--- config.mk ---
export PLATFORM = sky130hd
export DESIGN_NAME = uiw_uart_irq
export DESIGN_NICKNAME = d
export VERILOG_FILES = /design/src/hw/uiw_pkg.sv /design/src/hw/uiw_uart_irq.sv
export SDC_FILE = /design/constraint.sdc
export NUM_CORES = 1
export LEC_CHECK = 0
export BUFFER_PORTS_ARGS = -buffer_cell sky130_fd_sc_hd__buf_2
export CAP_MARGIN = 20
export CORE_ASPECT_RATIO = 1.5
export CORE_MARGIN = 2
export CORE_UTILIZATION = 30
export CTS_BUF_LIST = sky130_fd_sc_hd__clkbuf_4 sky130_fd_sc_hd__clkbuf_8 sky130_fd_sc_hd__clkbuf_16
export CTS_CLUSTER_SIZE = 20
export DETAILED_ROUTE_END_ITERATION = 10
export PLACE_DENSITY = 0.69
export SLEW_MARGIN = 20
export SYNTH_ARGS = -nofsm -noshare
export SYNTH_HDL_FRONTEND = slang
export SYNTH_SLANG_ARGS = --single-unit
--- constraint.sdc ---
create_clock -name clk -period 3.95 [get_ports clk]
set_input_delay 0.395 -clock clk [delete_from_list [all_inputs] [get_ports clk]]
set_output_delay 0.395 -clock clk [all_outputs]
set_load 0.1 [all_outputs]
--- src/hw/uiw_pkg.sv ---
/*
 * Constants shared by the UART interrupt and wake-up block: register
 * offsets, field positions, reset values and timing counts.
 * Assumes a 25 MHz clock and a 32-bit AHB-Lite register bus.
 */
`default_nettype none
package uiw_pkg;
    localparam int unsigned CLK_HZ = 25000000;
    localparam int unsigned CLK_NS = 1000000000 / CLK_HZ;

    localparam logic [7:0] CTRL_OFFS   = 8'h00;
    localparam logic [7:0] STATUS_OFFS = 8'h04;
    localparam logic [7:0] DATA_OFFS   = 8'h08;

    localparam int unsigned TX_EMPTY_IE_BIT  = 0;
    localparam int unsigned TX_IDLE_IE_BIT   = 1;
    localparam int unsigned RX_IE_BIT        = 2;
    localparam int unsigned ADDR_DET_BIT     = 3;
    localparam int unsigned PIN_WAKE_BIT     = 4;
    localparam int unsigned NINE_BIT_BIT     = 5;
    localparam int unsigned PARITY_BIT       = 6;
    localparam int unsigned UART_EN_BIT      = 7;
    localparam int unsigned RX_EN_BIT        = 8;
    localparam int unsigned CTRL_WIDTH       = 9;
    localparam logic [8:0]  CTRL_RESET       = 9'h000;

    localparam int unsigned ST_TX_EMPTY_BIT  = 0;
    localparam int unsigned ST_TX_IDLE_BIT   = 1;
    localparam int unsigned ST_RX_AVAIL_BIT  = 2;
    localparam int unsigned ST_OVERRUN_BIT   = 3;
    localparam int unsigned ST_RX_TRIG_BIT   = 4;
    localparam int unsigned ST_WAKE_BIT      = 5;
    localparam int unsigned ST_IRQ_BIT       = 6;

    localparam int unsigned WAKE_RECOVERY_NS = 1000;
    localparam int unsigned WAKE_RECOVERY_CYC =
        (WAKE_RECOVERY_NS + CLK_NS - 1) / CLK_NS;
    localparam logic [7:0]  RECOVERY_LOAD = 8'(WAKE_RECOVERY_CYC);

    localparam logic [1:0]  HTRANS_NONSEQ = 2'b10;

    typedef enum logic [1:0] {
        WK_RUN,
        WK_ASLEEP,
        WK_RECOVER
    } uiw_wake_t;
endpackage
`default_nettype wire

--- src/hw/uiw_uart_irq.sv ---
/*
 * UART interrupt request and receive-pin wake-up logic with an AHB-Lite
 * register slave (control, status, receive data).
 * Assumes the UART core reports its conditions as synchronous levels and
 * pulses on clk, and that clk keeps running while the UART clock is off.
 */
// Functional notes
// - Six conditions can request the UART interrupt.
// - Any enabled condition gives active-low pulse; here only if no other was already active.
// - Enables gate flags; receive conditions share one.
// - Address word with detect enabled interrupts.
// - Pin falling edge wakes when clock off.
// - Wake also needs unit and receiver enables.
// - Flags read-only, cleared only by UART actions.
// - Address mode: interrupt only if top bit set.
// - Top bit is ninth or eighth per width.
// - Without address mode, every receive flag interrupts.
// - Transmission freezes while clock off, then resumes.
// - Reception pauses, not aborts, in idle/sleep.
// - Registers keep contents across idle/sleep.
// - Received data discarded during wake recovery.
// - Without global/UART enable, wake gives no interrupt.
// - Wake interrupt waits for recovery to elapse.
// - Overrun interrupts when receive interrupt enable set.
// - Overrun clears after status read then data read.
`timescale 1ns/1ps
`default_nettype none
module uiw_uart_irq (
    input  wire logic        clk,
    input  wire logic        rst,
    input  wire logic        hsel,
    input  wire logic [31:0] haddr,
    input  wire logic [1:0]  htrans,
    input  wire logic        hwrite,
    input  wire logic [2:0]  hsize,
    input  wire logic [31:0] hwdata,
    input  wire logic        hready,
    output var  logic        hreadyout,
    output var  logic        hresp,
    output var  logic [31:0] hrdata,
    input  wire logic        txEmpty,
    input  wire logic        txIdle,
    input  wire logic        rxFifoTrig,
    input  wire logic        rxWordPush,
    input  wire logic [8:0]  rxWord,
    input  wire logic        rxOverrunEvt,
    input  wire logic        uartClkOff,
    input  wire logic        serialRxPin,
    input  wire logic        globalIrqEnable,
    input  wire logic        uartIrqEnable,
    output var  logic        uartIrqPulse_n,
    output var  logic        wakeRequest,
    output var  logic        txFreeze,
    output var  logic        rxFreeze,
    output var  logic        rxDiscard,
    output var  logic        rxDataPop,
    output var  logic        nineBitSelect,
    output var  logic        parityEnable
);
    // Control and status state.
    logic [8:0]  ctrl_reg, ctrl_next;
    logic        rxAvail_reg, rxAvail_next;
    logic        overrun_reg, overrun_next;
    logic        statusSeen_reg, statusSeen_next;
    logic        addrMsb_reg, addrMsb_next;
    logic        addrEvt_reg, addrEvt_next;
    logic        wakeIrq_reg, wakeIrq_next;
    logic        irqLevel_reg, irqLevel_next;
    logic        pulse_n_reg, pulse_n_next;
    logic        pinPrev_reg, pinPrev_next;
    logic        wakeReq_reg, wakeReq_next;
    logic        freeze_reg, freeze_next;
    logic        discard_reg, discard_next;
    logic [7:0]  recCnt_reg, recCnt_next;
    uiw_pkg::uiw_wake_t wake_reg, wake_next;

    // Bus state.
    logic        dpWrite_reg, dpWrite_next;
    logic [7:0]  dpAddr_reg, dpAddr_next;
    logic [31:0] rdata_reg, rdata_next;
    logic        pop_reg, pop_next;

    logic        addrPhase;
    logic        statusRead;
    logic        dataRead;
    logic        wordMsb;
    logic        rxIe;
    logic        irqAny;
    logic [6:0]  statusWord;

    function automatic logic pick_msb(input logic [8:0] word, input logic nine);
        pick_msb = nine ? word[8] : word[7];
    endfunction

    always_comb begin
        // A transfer is taken only in a NONSEQ address phase with the bus ready.
        addrPhase  = hsel && hready && (htrans == uiw_pkg::HTRANS_NONSEQ);
        statusRead = addrPhase && !hwrite && (haddr[7:0] == uiw_pkg::STATUS_OFFS);
        dataRead   = addrPhase && !hwrite && (haddr[7:0] == uiw_pkg::DATA_OFFS);
        wordMsb    = pick_msb(rxWord, ctrl_reg[uiw_pkg::NINE_BIT_BIT]);
        rxIe       = ctrl_reg[uiw_pkg::RX_IE_BIT];

        // Enabled conditions are OR-ed into one request level.
        irqAny = (ctrl_reg[uiw_pkg::TX_EMPTY_IE_BIT] && txEmpty)
            || (ctrl_reg[uiw_pkg::TX_IDLE_IE_BIT] && txIdle)
            || (rxIe && rxFifoTrig && rxAvail_reg
                && (!ctrl_reg[uiw_pkg::ADDR_DET_BIT] || addrMsb_reg))
            || (rxIe && overrun_reg)
            || addrEvt_reg
            || wakeIrq_reg;

        // Status bits are placed by their named positions.
        statusWord = 7'h00;
        statusWord[uiw_pkg::ST_TX_EMPTY_BIT] = txEmpty;
        statusWord[uiw_pkg::ST_TX_IDLE_BIT]  = txIdle;
        statusWord[uiw_pkg::ST_RX_AVAIL_BIT] = rxAvail_reg;
        statusWord[uiw_pkg::ST_OVERRUN_BIT]  = overrun_reg;
        statusWord[uiw_pkg::ST_RX_TRIG_BIT]  = rxFifoTrig;
        statusWord[uiw_pkg::ST_WAKE_BIT]     = (wake_reg != uiw_pkg::WK_RUN);
        statusWord[uiw_pkg::ST_IRQ_BIT]      = irqLevel_reg;
    end

    always_comb begin
        ctrl_next       = ctrl_reg;
        rxAvail_next    = rxAvail_reg;
        overrun_next    = overrun_reg;
        statusSeen_next = statusSeen_reg;
        addrMsb_next    = addrMsb_reg;
        addrEvt_next    = 1'b0;
        wakeIrq_next    = 1'b0;
        wakeReq_next    = 1'b0;
        pinPrev_next    = serialRxPin;
        freeze_next     = uartClkOff;
        recCnt_next     = recCnt_reg;
        wake_next       = wake_reg;
        dpWrite_next    = 1'b0;
        dpAddr_next     = dpAddr_reg;
        rdata_next      = rdata_reg;
        pop_next        = 1'b0;

        // Bus: address phase captures, data phase writes control.
        // Read data is picked in the address phase, so that in the data phase
        // hrdata comes straight from a flip-flop with no wait state.
        if (addrPhase) begin
            dpWrite_next = hwrite;
            dpAddr_next  = haddr[7:0];
            rdata_next   = 32'h0000_0000;
            if (!hwrite) begin
                unique case (haddr[7:0])
                    uiw_pkg::CTRL_OFFS:   rdata_next = {23'h00_0000, ctrl_reg};
                    uiw_pkg::STATUS_OFFS: rdata_next = {25'h000_0000, statusWord};
                    uiw_pkg::DATA_OFFS:   rdata_next = {23'h00_0000, rxWord};
                    default:              rdata_next = 32'h0000_0000;
                endcase
            end
            pop_next = dataRead;
        end
        if (dpWrite_reg && dpAddr_reg == uiw_pkg::CTRL_OFFS) begin
            ctrl_next = hwdata[8:0];
        end

        // Flags clear only by a status read followed by a data read.
        if (statusRead) begin
            statusSeen_next = 1'b1;
        end
        if (dataRead && statusSeen_reg) begin
            rxAvail_next    = 1'b0;
            overrun_next    = 1'b0;
            statusSeen_next = 1'b0;
        end

        // Receive events; set wins over a simultaneous clear.
        // Words arriving during wake recovery are dropped.
        if (rxWordPush && !discard_reg) begin
            rxAvail_next = 1'b1;
            addrMsb_next = wordMsb;
            addrEvt_next = ctrl_reg[uiw_pkg::ADDR_DET_BIT] && wordMsb;
        end
        if (rxOverrunEvt && !discard_reg) begin
            overrun_next = 1'b1;
        end

        // Pin wake-up while the UART clock is stopped.
        unique case (wake_reg)
            uiw_pkg::WK_RUN: begin
                if (uartClkOff && ctrl_reg[uiw_pkg::PIN_WAKE_BIT]
                    && ctrl_reg[uiw_pkg::RX_IE_BIT]
                    && ctrl_reg[uiw_pkg::UART_EN_BIT]
                    && ctrl_reg[uiw_pkg::RX_EN_BIT]) begin
                    wake_next = uiw_pkg::WK_ASLEEP;
                end
            end
            uiw_pkg::WK_ASLEEP: begin
                // A pin fall in the cycle the clock returns still wakes; no edge is lost.
                if (pinPrev_reg && !serialRxPin) begin
                    wakeReq_next = 1'b1;
                    wake_next    = uiw_pkg::WK_RECOVER;
                    recCnt_next  = uiw_pkg::RECOVERY_LOAD;
                end else if (!uartClkOff) begin
                    wake_next = uiw_pkg::WK_RUN;
                end
            end
            uiw_pkg::WK_RECOVER: begin
                // Count only once the clock is back; hold the interrupt until done.
                if (!uartClkOff) begin
                    recCnt_next = recCnt_reg - 8'h01;
                    if (recCnt_reg == 8'h01) begin
                        wake_next    = uiw_pkg::WK_RUN;
                        wakeIrq_next = globalIrqEnable && uartIrqEnable;
                    end
                end
            end
            // The spare state code falls back to running.
            default: wake_next = uiw_pkg::WK_RUN;
        endcase
        // Discard follows the next state, so it already covers the cycle after the wake edge.
        discard_next = (wake_next == uiw_pkg::WK_RECOVER);

        // A request rising edge drives one low cycle on the interrupt line.
        // A request that stays high gives no second pulse: every enabled condition
        // must fall before a new one can be seen by the interrupt controller.
        irqLevel_next = irqAny;
        pulse_n_next  = !(irqAny && !irqLevel_reg);
    end

    // Sleep does not touch these registers: only rst resets them.
    always_ff @(posedge clk or posedge rst) begin
        if (rst) begin
            ctrl_reg       <= uiw_pkg::CTRL_RESET;
            rxAvail_reg    <= 1'b0;
            overrun_reg    <= 1'b0;
            statusSeen_reg <= 1'b0;
            addrMsb_reg    <= 1'b0;
            addrEvt_reg    <= 1'b0;
            wakeIrq_reg    <= 1'b0;
            irqLevel_reg   <= 1'b0;
            pulse_n_reg    <= 1'b1;
            // The pin sample resets to the idle mark level, so that leaving
            // reset is never taken for a falling edge.
            pinPrev_reg    <= 1'b1;
            wakeReq_reg    <= 1'b0;
            freeze_reg     <= 1'b0;
            discard_reg    <= 1'b0;
            recCnt_reg     <= 8'h00;
            wake_reg       <= uiw_pkg::WK_RUN;
            dpWrite_reg    <= 1'b0;
            dpAddr_reg     <= 8'h00;
            rdata_reg      <= 32'h0000_0000;
            pop_reg        <= 1'b0;
        end else begin
            ctrl_reg       <= ctrl_next;
            rxAvail_reg    <= rxAvail_next;
            overrun_reg    <= overrun_next;
            statusSeen_reg <= statusSeen_next;
            addrMsb_reg    <= addrMsb_next;
            addrEvt_reg    <= addrEvt_next;
            wakeIrq_reg    <= wakeIrq_next;
            irqLevel_reg   <= irqLevel_next;
            pulse_n_reg    <= pulse_n_next;
            pinPrev_reg    <= pinPrev_next;
            wakeReq_reg    <= wakeReq_next;
            freeze_reg     <= freeze_next;
            discard_reg    <= discard_next;
            recCnt_reg     <= recCnt_next;
            wake_reg       <= wake_next;
            dpWrite_reg    <= dpWrite_next;
            dpAddr_reg     <= dpAddr_next;
            rdata_reg      <= rdata_next;
            pop_reg        <= pop_next;
        end
    end

    // Outputs from flip-flops; the slave never stalls and always says OKAY.
    always_ff @(posedge clk or posedge rst) begin
        if (rst) begin
            hreadyout <= 1'b1;
            hresp     <= 1'b0;
        end else begin
            hreadyout <= 1'b1;
            hresp     <= 1'b0;
        end
    end

    always_comb begin
        hrdata         = rdata_reg;
        uartIrqPulse_n = pulse_n_reg;
        wakeRequest    = wakeReq_reg;
        txFreeze       = freeze_reg;
        rxFreeze       = freeze_reg;
        rxDiscard      = discard_reg;
        rxDataPop      = pop_reg;
        nineBitSelect  = ctrl_reg[uiw_pkg::NINE_BIT_BIT];
        // Parity and address detection are not interlocked here; software must
        // keep them apart.
        parityEnable   = ctrl_reg[uiw_pkg::PARITY_BIT];
    end
endmodule
`default_nettype wire

==> flow_metrics.tcl, run 1 <==
set metrics [dict create \
    path_buf_inv 0 \
    grt_pass1_vias 1796 \
    synthArstFlopShare_pct 100 \
    crit_end "ctrl_reg[3]" \
    cts_tree "yes" \
    fp.dieW_um 78.1 \
    ys_top_cells_by_area "dfrtp_1 49%, buf_4 7.9%, mux2_2 7.7%" \
    cp_data_required_time_ns 4.12 \
    post_drt_wl_per_cell_um 12.9 \
    diodes 0 \
    worstSetupStartpointType "flop" \
    numCtsBuffers 5 \
    drc_errors 0 \
    ff2ff_path_depth 3 \
    multiInputGateArea_sq_um 1060 \
    min_path_type "in2reg" \
    path_cells "nor4_1, nand4b_1, mux2_2" \
    worstMarginPinSlew_ns 0.855 \
    status "finished, final reports clean" \
    synth-xor-area-share_pct 1.06 \
    finalMaxSlewViolations 0 \
    num_vias 1761 \
    design.die.area_sq_um 9000 \
    crit_arrival_ns 1.91 \
    routed_wl_um 5070 \
    h-tree-depth 2 \
    antenna_found_initial 0 \
    ir_worst_vdd_v 0.000224 \
    root_buffer "clkbuf_16" \
    yosys_warnings 0 \
    critPathCaptureType "flop" \
    synth_area_per_cell_sq_um 10.8 \
    max_slew_margin_pct 42.9 \
    ff2ff_setup_slack_ns 2.21 \
    die_h_um 115 \
    regArea_sq_um 1250 \
    synthFlopType "dfrtp_1" \
    clock_path_buffers 2 \
    power.leakage_nw 1.42 \
    gp_congestion 0.780 \
    synth_area_leader_cell "dfrtp_1" \
    max-cap-violations 0 \
    fin_cells 392 \
    synth_top_family_by_area "simple AND/OR/NAND/NOR gates" \
    synth_top_area_share_pct 48.6 \
    cts_hold_buf 0 \
    rows 40 \
    io_buffers 58 \
    grtUsageTotal_pct 11.9 \
    reg2reg_from "dpAddr_reg[3]" \
    dr.pass1.iters 4 \
    cts_setup_buffers 0 \
    clock-sinks 50 \
    netlist_area_sq_um 2470 \
    num-fill-cells 825 \
    synth_fa_ha_area_share_pct 1.01 \
    critical_path.top_delay_family "simple AND/OR/NAND/NOR gates" \
    max_stage_delay_ns 0.51 \
    core_sq_um 8010 \
    area_growth_pct 18.1 \
    grt_pass1_wl_um 8290 \
    insertion_delay_ns 0.28 \
    layout-drive-gt1-share_pct 33.1 \
    reg2reg_to "ctrl_reg[3]" \
    postRouteAntennaNets 0 \
    cts_resized 0 \
    dp_cells 385 \
    synth_compound_gate_area_share_pct 8.86 \
    path_max_fanout 9 \
    synth-simple-area-share_pct 16.2 \
    rsz0062_at_grt "no" \
    clk_pin_slew_ns 0.06 \
    synth_edf_count 0 \
    crit_type "reg2reg" \
    seq_area_frac_synth_pct 50.7 \
    crit_path_top_delay_cell "nand4b_1" \
    nets 381 \
    setup_viol 0 \
    cellPowerDensity_nw_per_um2 532 \
    grt_max_degree 51 \
    final_hold_viol_count 0 \
    synth_mux_area_share_pct 11.8 \
    period_minus_slack_ns 1.74 \
    max_freq_mhz 573 \
    initial_core_util_pct 30.9 \
    dpl.hpwl_um 4070 \
    cp_num_cells 3 \
    skew_ns 0.00445 \
    cp-startpoint "dpAddr_reg[3]" \
    ioPinCount 134 \
    netlist_instances 229 \
    finalSetupTns_ns 0 \
    drtIter0Drc 62 \
    min_period_over_period_pct 44.1 \
    ys_ff_latch 50 \
    ys_types 45 \
    viasPerCell 4.49 \
    gr-total-overflow 0 \
]
worst register-to-register path, stage by stage (launching register included):
cell,delay [ns]
dfrtp_1,0.38
nor4_1,0.28
nand4b_1,0.51
mux2_2,0.46
layout by cell type (no fill, tap or decap), types with 3 or more instances in the layout:
| cell type | instances |
|---|---|
| nand4_1 | 3 |
| nor2_1 | 17 |
| nor3_1 | 4 |
| conb_1 | 25 |
| o21ai_0 | 8 |
| mux2_2 | 17 |
| clkbuf_16 | 5 |
| dfrtp_1 | 48 |
| o21ai_1 | 7 |
| buf_2 | 58 |
| nor3_2 | 3 |
| mux2i_1 | 10 |
| inv_1 | 8 |
| a21oi_1 | 12 |
| nand2_1 | 21 |
synth_stat cells, drive strengths merged (3+ instances only):
cell type	count
o31ai	3
mux2i	10
clkbuf	4
nor3	7
nand4	3
nor2	17
dfrtp	48
inv	9
buf	27
o21ai	15
a21oi	12
mux2	17
nor3b	3
nand2	21
metrics by stage:
stage	cell area, sq um	utilization, %	worst slack [ns]	hold WS (ns)	power (W)
6_report	2920	36.5	2.21	0.229	0.00155
5_1_grt	2920	36.5	2.12	0.225	0.00164
3_3_place_gp	2770	34.6	2.16	0.468	0.00113
2_1_floorplan	2560	-	2.23	0.399	0.00107
4_1_cts	2920	36.5	2.15	0.224	0.00157
3_5_place_dp	2770	34.6	2.16	0.468	0.00114
worst min path at each step:
stage	from	slack (ns)	to	cells after the start
final	serialRxPin	0.23	pinPrev_reg	1
after global routing	serialRxPin	0.23	pinPrev_reg	1
after CTS	serialRxPin	0.22	pinPrev_reg	1
after detailed placement	hrdata[8]	0.47	hrdata[8]	2
after global placement	irqLevel_reg	0.47	uartIrqPulse_n	1
after floorplan	serialRxPin	0.40	pinPrev_reg	0
power by group:
part	total, W	internal (W)	switching, W
combinational	0.000448	0.000132	0.000317
clock	0.000425	0.000256	0.000170
sequential	0.000680	0.000606	0.0000745
total	0.00155	0.000993	0.000561
area by class of cell:
type	count	area share [%]
multi-input cells	162	36.2
well taps	105	4.50
inverters	9	1.20
repair buffers	59	10.2
clock buffers	7	5.01
flip-flops and latches	50	42.9
metal layers:
metal | share of wire [%] | up-vias | wire, um | track usage, %
met1 | 38 | 837 | 1930 | 12.4
li1 | - | 859 | - | -
met5 | 0 | - | 0 | 0
met4 | 1.9 | 0 | 98 | 4.44
met3 | 5.0 | 8 | 252 | 2.67
met2 | 55 | 57 | 2790 | 23.0
cells by family after synthesis:
| kind of cell | count (synthesis) |
|---|---|
| AND/OR/NAND/NOR | 69 |
| flip-flops | 50 |
| buffers and inverters | 40 |
| AO/OA/AOI/OAI | 36 |
| multiplexers | 27 |
| XOR/XNOR | 3 |
| adder cells (fa/ha/maj) | 2 |
| other | 2 |
(Power assumes the default switching activity.)
==> inputs of run 2 (changes only) <==
--- a/config.mk
+++ b/config.mk
@@ -13,7 +13,7 @@
 export CTS_BUF_LIST = sky130_fd_sc_hd__clkbuf_4 sky130_fd_sc_hd__clkbuf_8 sky130_fd_sc_hd__clkbuf_16
 export CTS_CLUSTER_SIZE = 20
 export DETAILED_ROUTE_END_ITERATION = 10
-export PLACE_DENSITY = 0.69
+export PLACE_DENSITY = 0.71
 export SLEW_MARGIN = 20
 export SYNTH_ARGS = -nofsm -noshare
 export SYNTH_HDL_FRONTEND = slang
==> constraint.sdc (replaced) <==
create_clock -name clk -period 1.5 [get_ports clk]
set_input_delay 0.15 -clock clk [delete_from_list [all_inputs] [get_ports clk]]
set_output_delay 0.15 -clock clk [all_outputs]
set_load 0.1 [all_outputs]
==> flow_metrics.tcl, run 2 (same netlist as run 1, synthesis figures left out) <==
set metrics [dict create \
    finalMaxSlewViolations 0 \
    clk_pin_slew_ns 0.06 \
    initial_core_util_pct 30.9 \
    max-cap-violations 0 \
    fin_area_sq_um 3140 \
    diodes 0 \
    power.leakage_nw 1.53 \
    drtIter0Drc 67 \
    swShare_pct 36.2 \
    hold_ws_ns 0.0969 \
    gr-total-overflow 0 \
    crit_type "reg2reg" \
    grt_max_degree 51 \
    final_hold_viol_count 0 \
    die_h_um 115 \
    nets 401 \
    mostFrequentLayoutCell "buf_2" \
    h-tree-depth 2 \
    layout-drive-gt1-share_pct 39.9 \
    ioPinCount 134 \
    placed_cell_area_sq_um 2910 \
    area_growth_pct 26.9 \
    post_drt_wl_per_cell_um 13.2 \
    combPwrFrac_pct 32.5 \
    p_seq_share_pct 41.2 \
    status "complete, but fails checks" \
    critPathCaptureType "flop" \
    p_switching_w 0.00157 \
    cp_data_required_time_ns 1.72 \
    rows 40 \
    grt_pass1_wl_um 8800 \
    drc_errors 0 \
    min_period_over_period_pct 100 \
    fp.dieW_um 78.1 \
    design.die.area_sq_um 9000 \
    clock_path_buffers 2 \
    ir_worst_vdd_v 0.000524 \
    crit_arrival_ns 1.72 \
    worstSetupStartpointType "flop" \
    max_freq_mhz 667 \
    core_sq_um 8010 \
    min_path_type "in2reg" \
    antenna_found_initial 0 \
    num-fill-cells 816 \
    period_minus_slack_ns 1.50 \
    p_clk_share_pct 26.3 \
    intPower_w 0.00277 \
    insertion_delay_ns 0.28 \
    skew_ns 0.00432 \
    numCtsBuffers 5 \
    root_buffer "clkbuf_16" \
    grt_pass1_vias 1857 \
    clock-sinks 50 \
    io_buffers 58 \
    violations "negative setup slack" \
    setup_slack_ns -0.000220 \
    postRouteAntennaNets 0 \
    path_max_fanout 3 \
    setup_viol 1 \
    routed_wl_um 5450 \
    cellPowerDensity_nw_per_um2 1380 \
    grtUsageTotal_pct 12.5 \
    num_vias 1884 \
    dpl.hpwl_um 4280 \
    finalSetupTns_ns -0.000220 \
    cts_tree "yes" \
    gp_congestion 0.789 \
    rsz0062_at_grt "yes" \
    final_cell_mix "58 x buf_2, 47 x dfrtp_1, 25 x conb_1" \
    dr.pass1.iters 4 \
    viasPerCell 4.56 \
]
-- run 2: cell count changes in the layout (fill, tap and decap cells not counted), sizes merged --
cell and delta:
inv +1, buf +18, dlygate4sd3 +2
-- run 2: cell type report --
class	instances	area [sq um]	area share, %
multi-input combinational	162	1100	35.0
clock buffer	7	146	4.67
clock inverter	1	5.00	0.159
timing repair buffer	79	469	15.0
tap	105	131	4.19
inverter	9	33.8	1.08
sequential	50	1250	40.0
-- run 2: timing repair --
action                                 CTS  global route
pin swaps                                1             8
hold buffers                             2             0
setup endpoints to repair                2            12
resized for setup                        1            11
endpoints found under the hold margin   49             0
setup buffers                            1             1
-- run 2: worst paths after layout --
kind                               start  cells after the start  slack (ns)           to
min in group asynchronous            rst                      4        0.45  ctrl_reg[6]
max in group asynchronous            rst                      4        0.76  pinPrev_reg
hold reg to reg                hrdata[7]                      2        0.48    hrdata[7]
setup / recovery           recCnt_reg[4]                      4     -0.0002  wakeIrq_reg
hold / removal                uartClkOff                      1         0.1     rxFreeze
setup reg to reg           recCnt_reg[4]                      4     -0.0002  wakeIrq_reg
-- run 2: power groups by stage --
| stage | sequential [W] | clock, W | combinational [W] |
|---|---|---|---|
| global route | 0.00182 | 0.00123 | 0.00152 |
| finish | 0.00179 | 0.00114 | 0.00141 |
| CTS | 0.00176 | 0.00116 | 0.00138 |
| floorplan | 0.00197 | 0 | 0.000841 |
| global placement | 0.00177 | 0 | 0.00132 |
| detailed placement | 0.00178 | 0 | 0.00136 |
-- run 2: worst max-delay path, stage by stage, from the launching register on --
cell     delay [ns]
dfrtp_1        0.39
or3_4          0.41
nor3_4         0.24
and3_4         0.22
and4_1         0.17
-- run 2: per-layer routing --
| layer | share of wire (%) | wire length, um | global-route usage, % | vias up |
|---|---|---|---|---|
| met5 | 0 | 0 | 0 | - |
| met4 | 1.2 | 63 | 4.80 | 0 |
| met3 | 5.1 | 279 | 2.43 | 7 |
| met2 | 56 | 3040 | 23.9 | 68 |
| met1 | 38 | 2070 | 13.5 | 912 |
| li1 | - | - | - | 897 |
-- run 2: through the flow --
stage / power (W) / util [%] / instances / setup WS, ns
2_1_floorplan: 0.00281 / - / 252 / 0.00545
4_1_cts: 0.00431 / 38.6 / 412 / 0.00571
6_report: 0.00434 / 39.2 / 413 / -0.000220
5_1_grt: 0.00458 / 39.2 / 413 / -0.0375
3_5_place_dp: 0.00314 / 36.3 / 401 / -0.0466
3_3_place_gp: 0.00309 / 36.3 / 401 / -0.0419
==> inputs of run 3 (changes only) <==
--- a/config.mk
+++ b/config.mk
@@ -14,6 +14,7 @@
 export CTS_CLUSTER_SIZE = 20
 export DETAILED_ROUTE_END_ITERATION = 10
 export PLACE_DENSITY = 0.71
+export SKIP_LAST_GASP = 1
 export SLEW_MARGIN = 20
 export SYNTH_ARGS = -nofsm -noshare
 export SYNTH_HDL_FRONTEND = slang
==> flow_metrics.tcl, run 3 (same netlist as run 1, synthesis figures left out) <==
set metrics [dict create \
    ioPinCount 134 \
    grt_max_degree 51 \
    dr.pass1.iters 4 \
    finalMaxSlewViolations 0 \
    die_h_um 115 \
    drtIter0Drc 68 \
    initial_core_util_pct 30.9 \
    hold_ws_ns 0.0963 \
    min_path_type "in2reg" \
    clock-sinks 50 \
    insertion_delay_ns 0.28 \
    viasPerCell 4.57 \
    gp_congestion 0.789 \
    ff2ff_setup_slack_ns 0.01 \
    ir_worst_vdd_v 0.000524 \
    critical_path.top_delay_family "simple AND/OR/NAND/NOR gates" \
    num_vias 1889 \
    cellPowerDensity_nw_per_um2 1380 \
    worstSetupStartpointType "flop" \
    power.leakage_nw 1.53 \
    design.die.area_sq_um 9000 \
    antenna_found_initial 0 \
    num-fill-cells 816 \
    crit_type "reg2reg" \
    cp_data_required_time_ns 1.72 \
    path_cells "or3_4, nor3_4, and3_4, and4_1" \
    fin_util_pct 39.2 \
    final_hold_viol_count 0 \
    crit_path_top_delay_cell "or3_4" \
    diodes 0 \
    final_cell_mix "58 x buf_2, 47 x dfrtp_1, 25 x conb_1" \
    area_growth_pct 26.9 \
    dpl_worst_slack_ns -0.0466 \
    setup_slack_ns 0.0109 \
    max_stage_delay_ns 0.41 \
    rsz0062_at_grt "yes" \
    power_w 0.00433 \
    cp_num_cells 4 \
    ff2ff_path_depth 4 \
    io_buffers 58 \
    rows 40 \
    nets 401 \
    reg2reg_from "recCnt_reg[4]" \
    root_buffer "clkbuf_16" \
    mostFrequentLayoutCell "buf_2" \
    fin_cells 413 \
    grtUsageTotal_pct 12.5 \
    max_freq_mhz 672 \
    post_drt_wl_per_cell_um 13.2 \
    clk_pin_slew_ns 0.06 \
    reg2reg_to "wakeIrq_reg" \
    dp_cells 401 \
    period_minus_slack_ns 1.49 \
    path_buf_inv 0 \
    layout-drive-gt1-share_pct 39.9 \
    min_period_over_period_pct 99.3 \
    clock_path_buffers 2 \
    numCtsBuffers 5 \
    h-tree-depth 2 \
    critPathCaptureType "flop" \
    crit_arrival_ns 1.71 \
    dpl.hpwl_um 4280 \
    cp-startpoint "recCnt_reg[4]" \
    status "finished, final reports clean" \
    drc_errors 0 \
    gr-total-overflow 0 \
    crit_end "wakeIrq_reg" \
    routed_wl_um 5450 \
    cts_tree "yes" \
    grt_pass1_vias 1859 \
    max-cap-violations 0 \
    core_sq_um 8010 \
    path_max_fanout 3 \
    fp.dieW_um 78.1 \
    grt_pass1_wl_um 8800 \
    skew_ns 0.00434 \
    setup_viol 0 \
    postRouteAntennaNets 0 \
]
==> run 3: cell count changes in the layout (fill, tap and decap cells not counted) <==
cell	change
o21ai_1	-1
o21ai_0	+1
==> run 3: how the worst min path moves through the flow <==
stage | from | end | cells after the start
after floorplan | serialRxPin | pinPrev_reg | 0
after global placement | rst | wakeRequest | 3
after detailed placement | rst | ctrl_reg[6] | 3
after CTS | uartClkOff | rxFreeze | 1
after global routing | uartClkOff | rxFreeze | 1
final | uartClkOff | rxFreeze | 1
==> run 3: area by class of cell <==
type	count	area, sq um	area share (%)
well taps	105	131	4.19
multi-input cells	162	1100	35.0
repair buffers	79	469	15.0
flip-flops and latches	50	1250	40.0
clock inverters	1	5.00	0.159
clock buffers	7	146	4.67
inverters	9	33.8	1.08
==> run 3: what timing repair did <==
item,4_1_cts,5_1_grt
setup endpoints to repair,2,14
buffers inserted,1,1
hold endpoints to repair,49,0
pin swaps,1,8
gates resized for setup,0,11
hold buffers,2,0
==> run 3: per-layer routing <==
metal | GRT usage [%] | wire (um) | up-vias
li1 | - | - | 897
met1 | 13.5 | 2060 | 912
met2 | 24.0 | 3040 | 73
met3 | 2.43 | 278 | 7
met4 | 4.80 | 63 | 0
met5 | 0 | 0 | -
==> run 3: through the flow <==
| step | setup TNS [ns] | cell area (sq um) |
|---|---|---|
| after floorplan | 0 | 2560 |
| after global placement | -0.0834 | 2910 |
| after detailed placement | -0.231 | 2910 |
| after CTS | -0.0334 | 3080 |
| after global routing | -0.0940 | 3140 |
| final | 0 | 3140 |
==> run 3: where the power goes <==
part	leakage [nW]	internal (W)	switching (W)	total [W]
combinational	0.841	0.000491	0.000916	0.00141
clock	0.0773	0.000679	0.000459	0.00114
sequential	0.610	0.00160	0.000192	0.00179
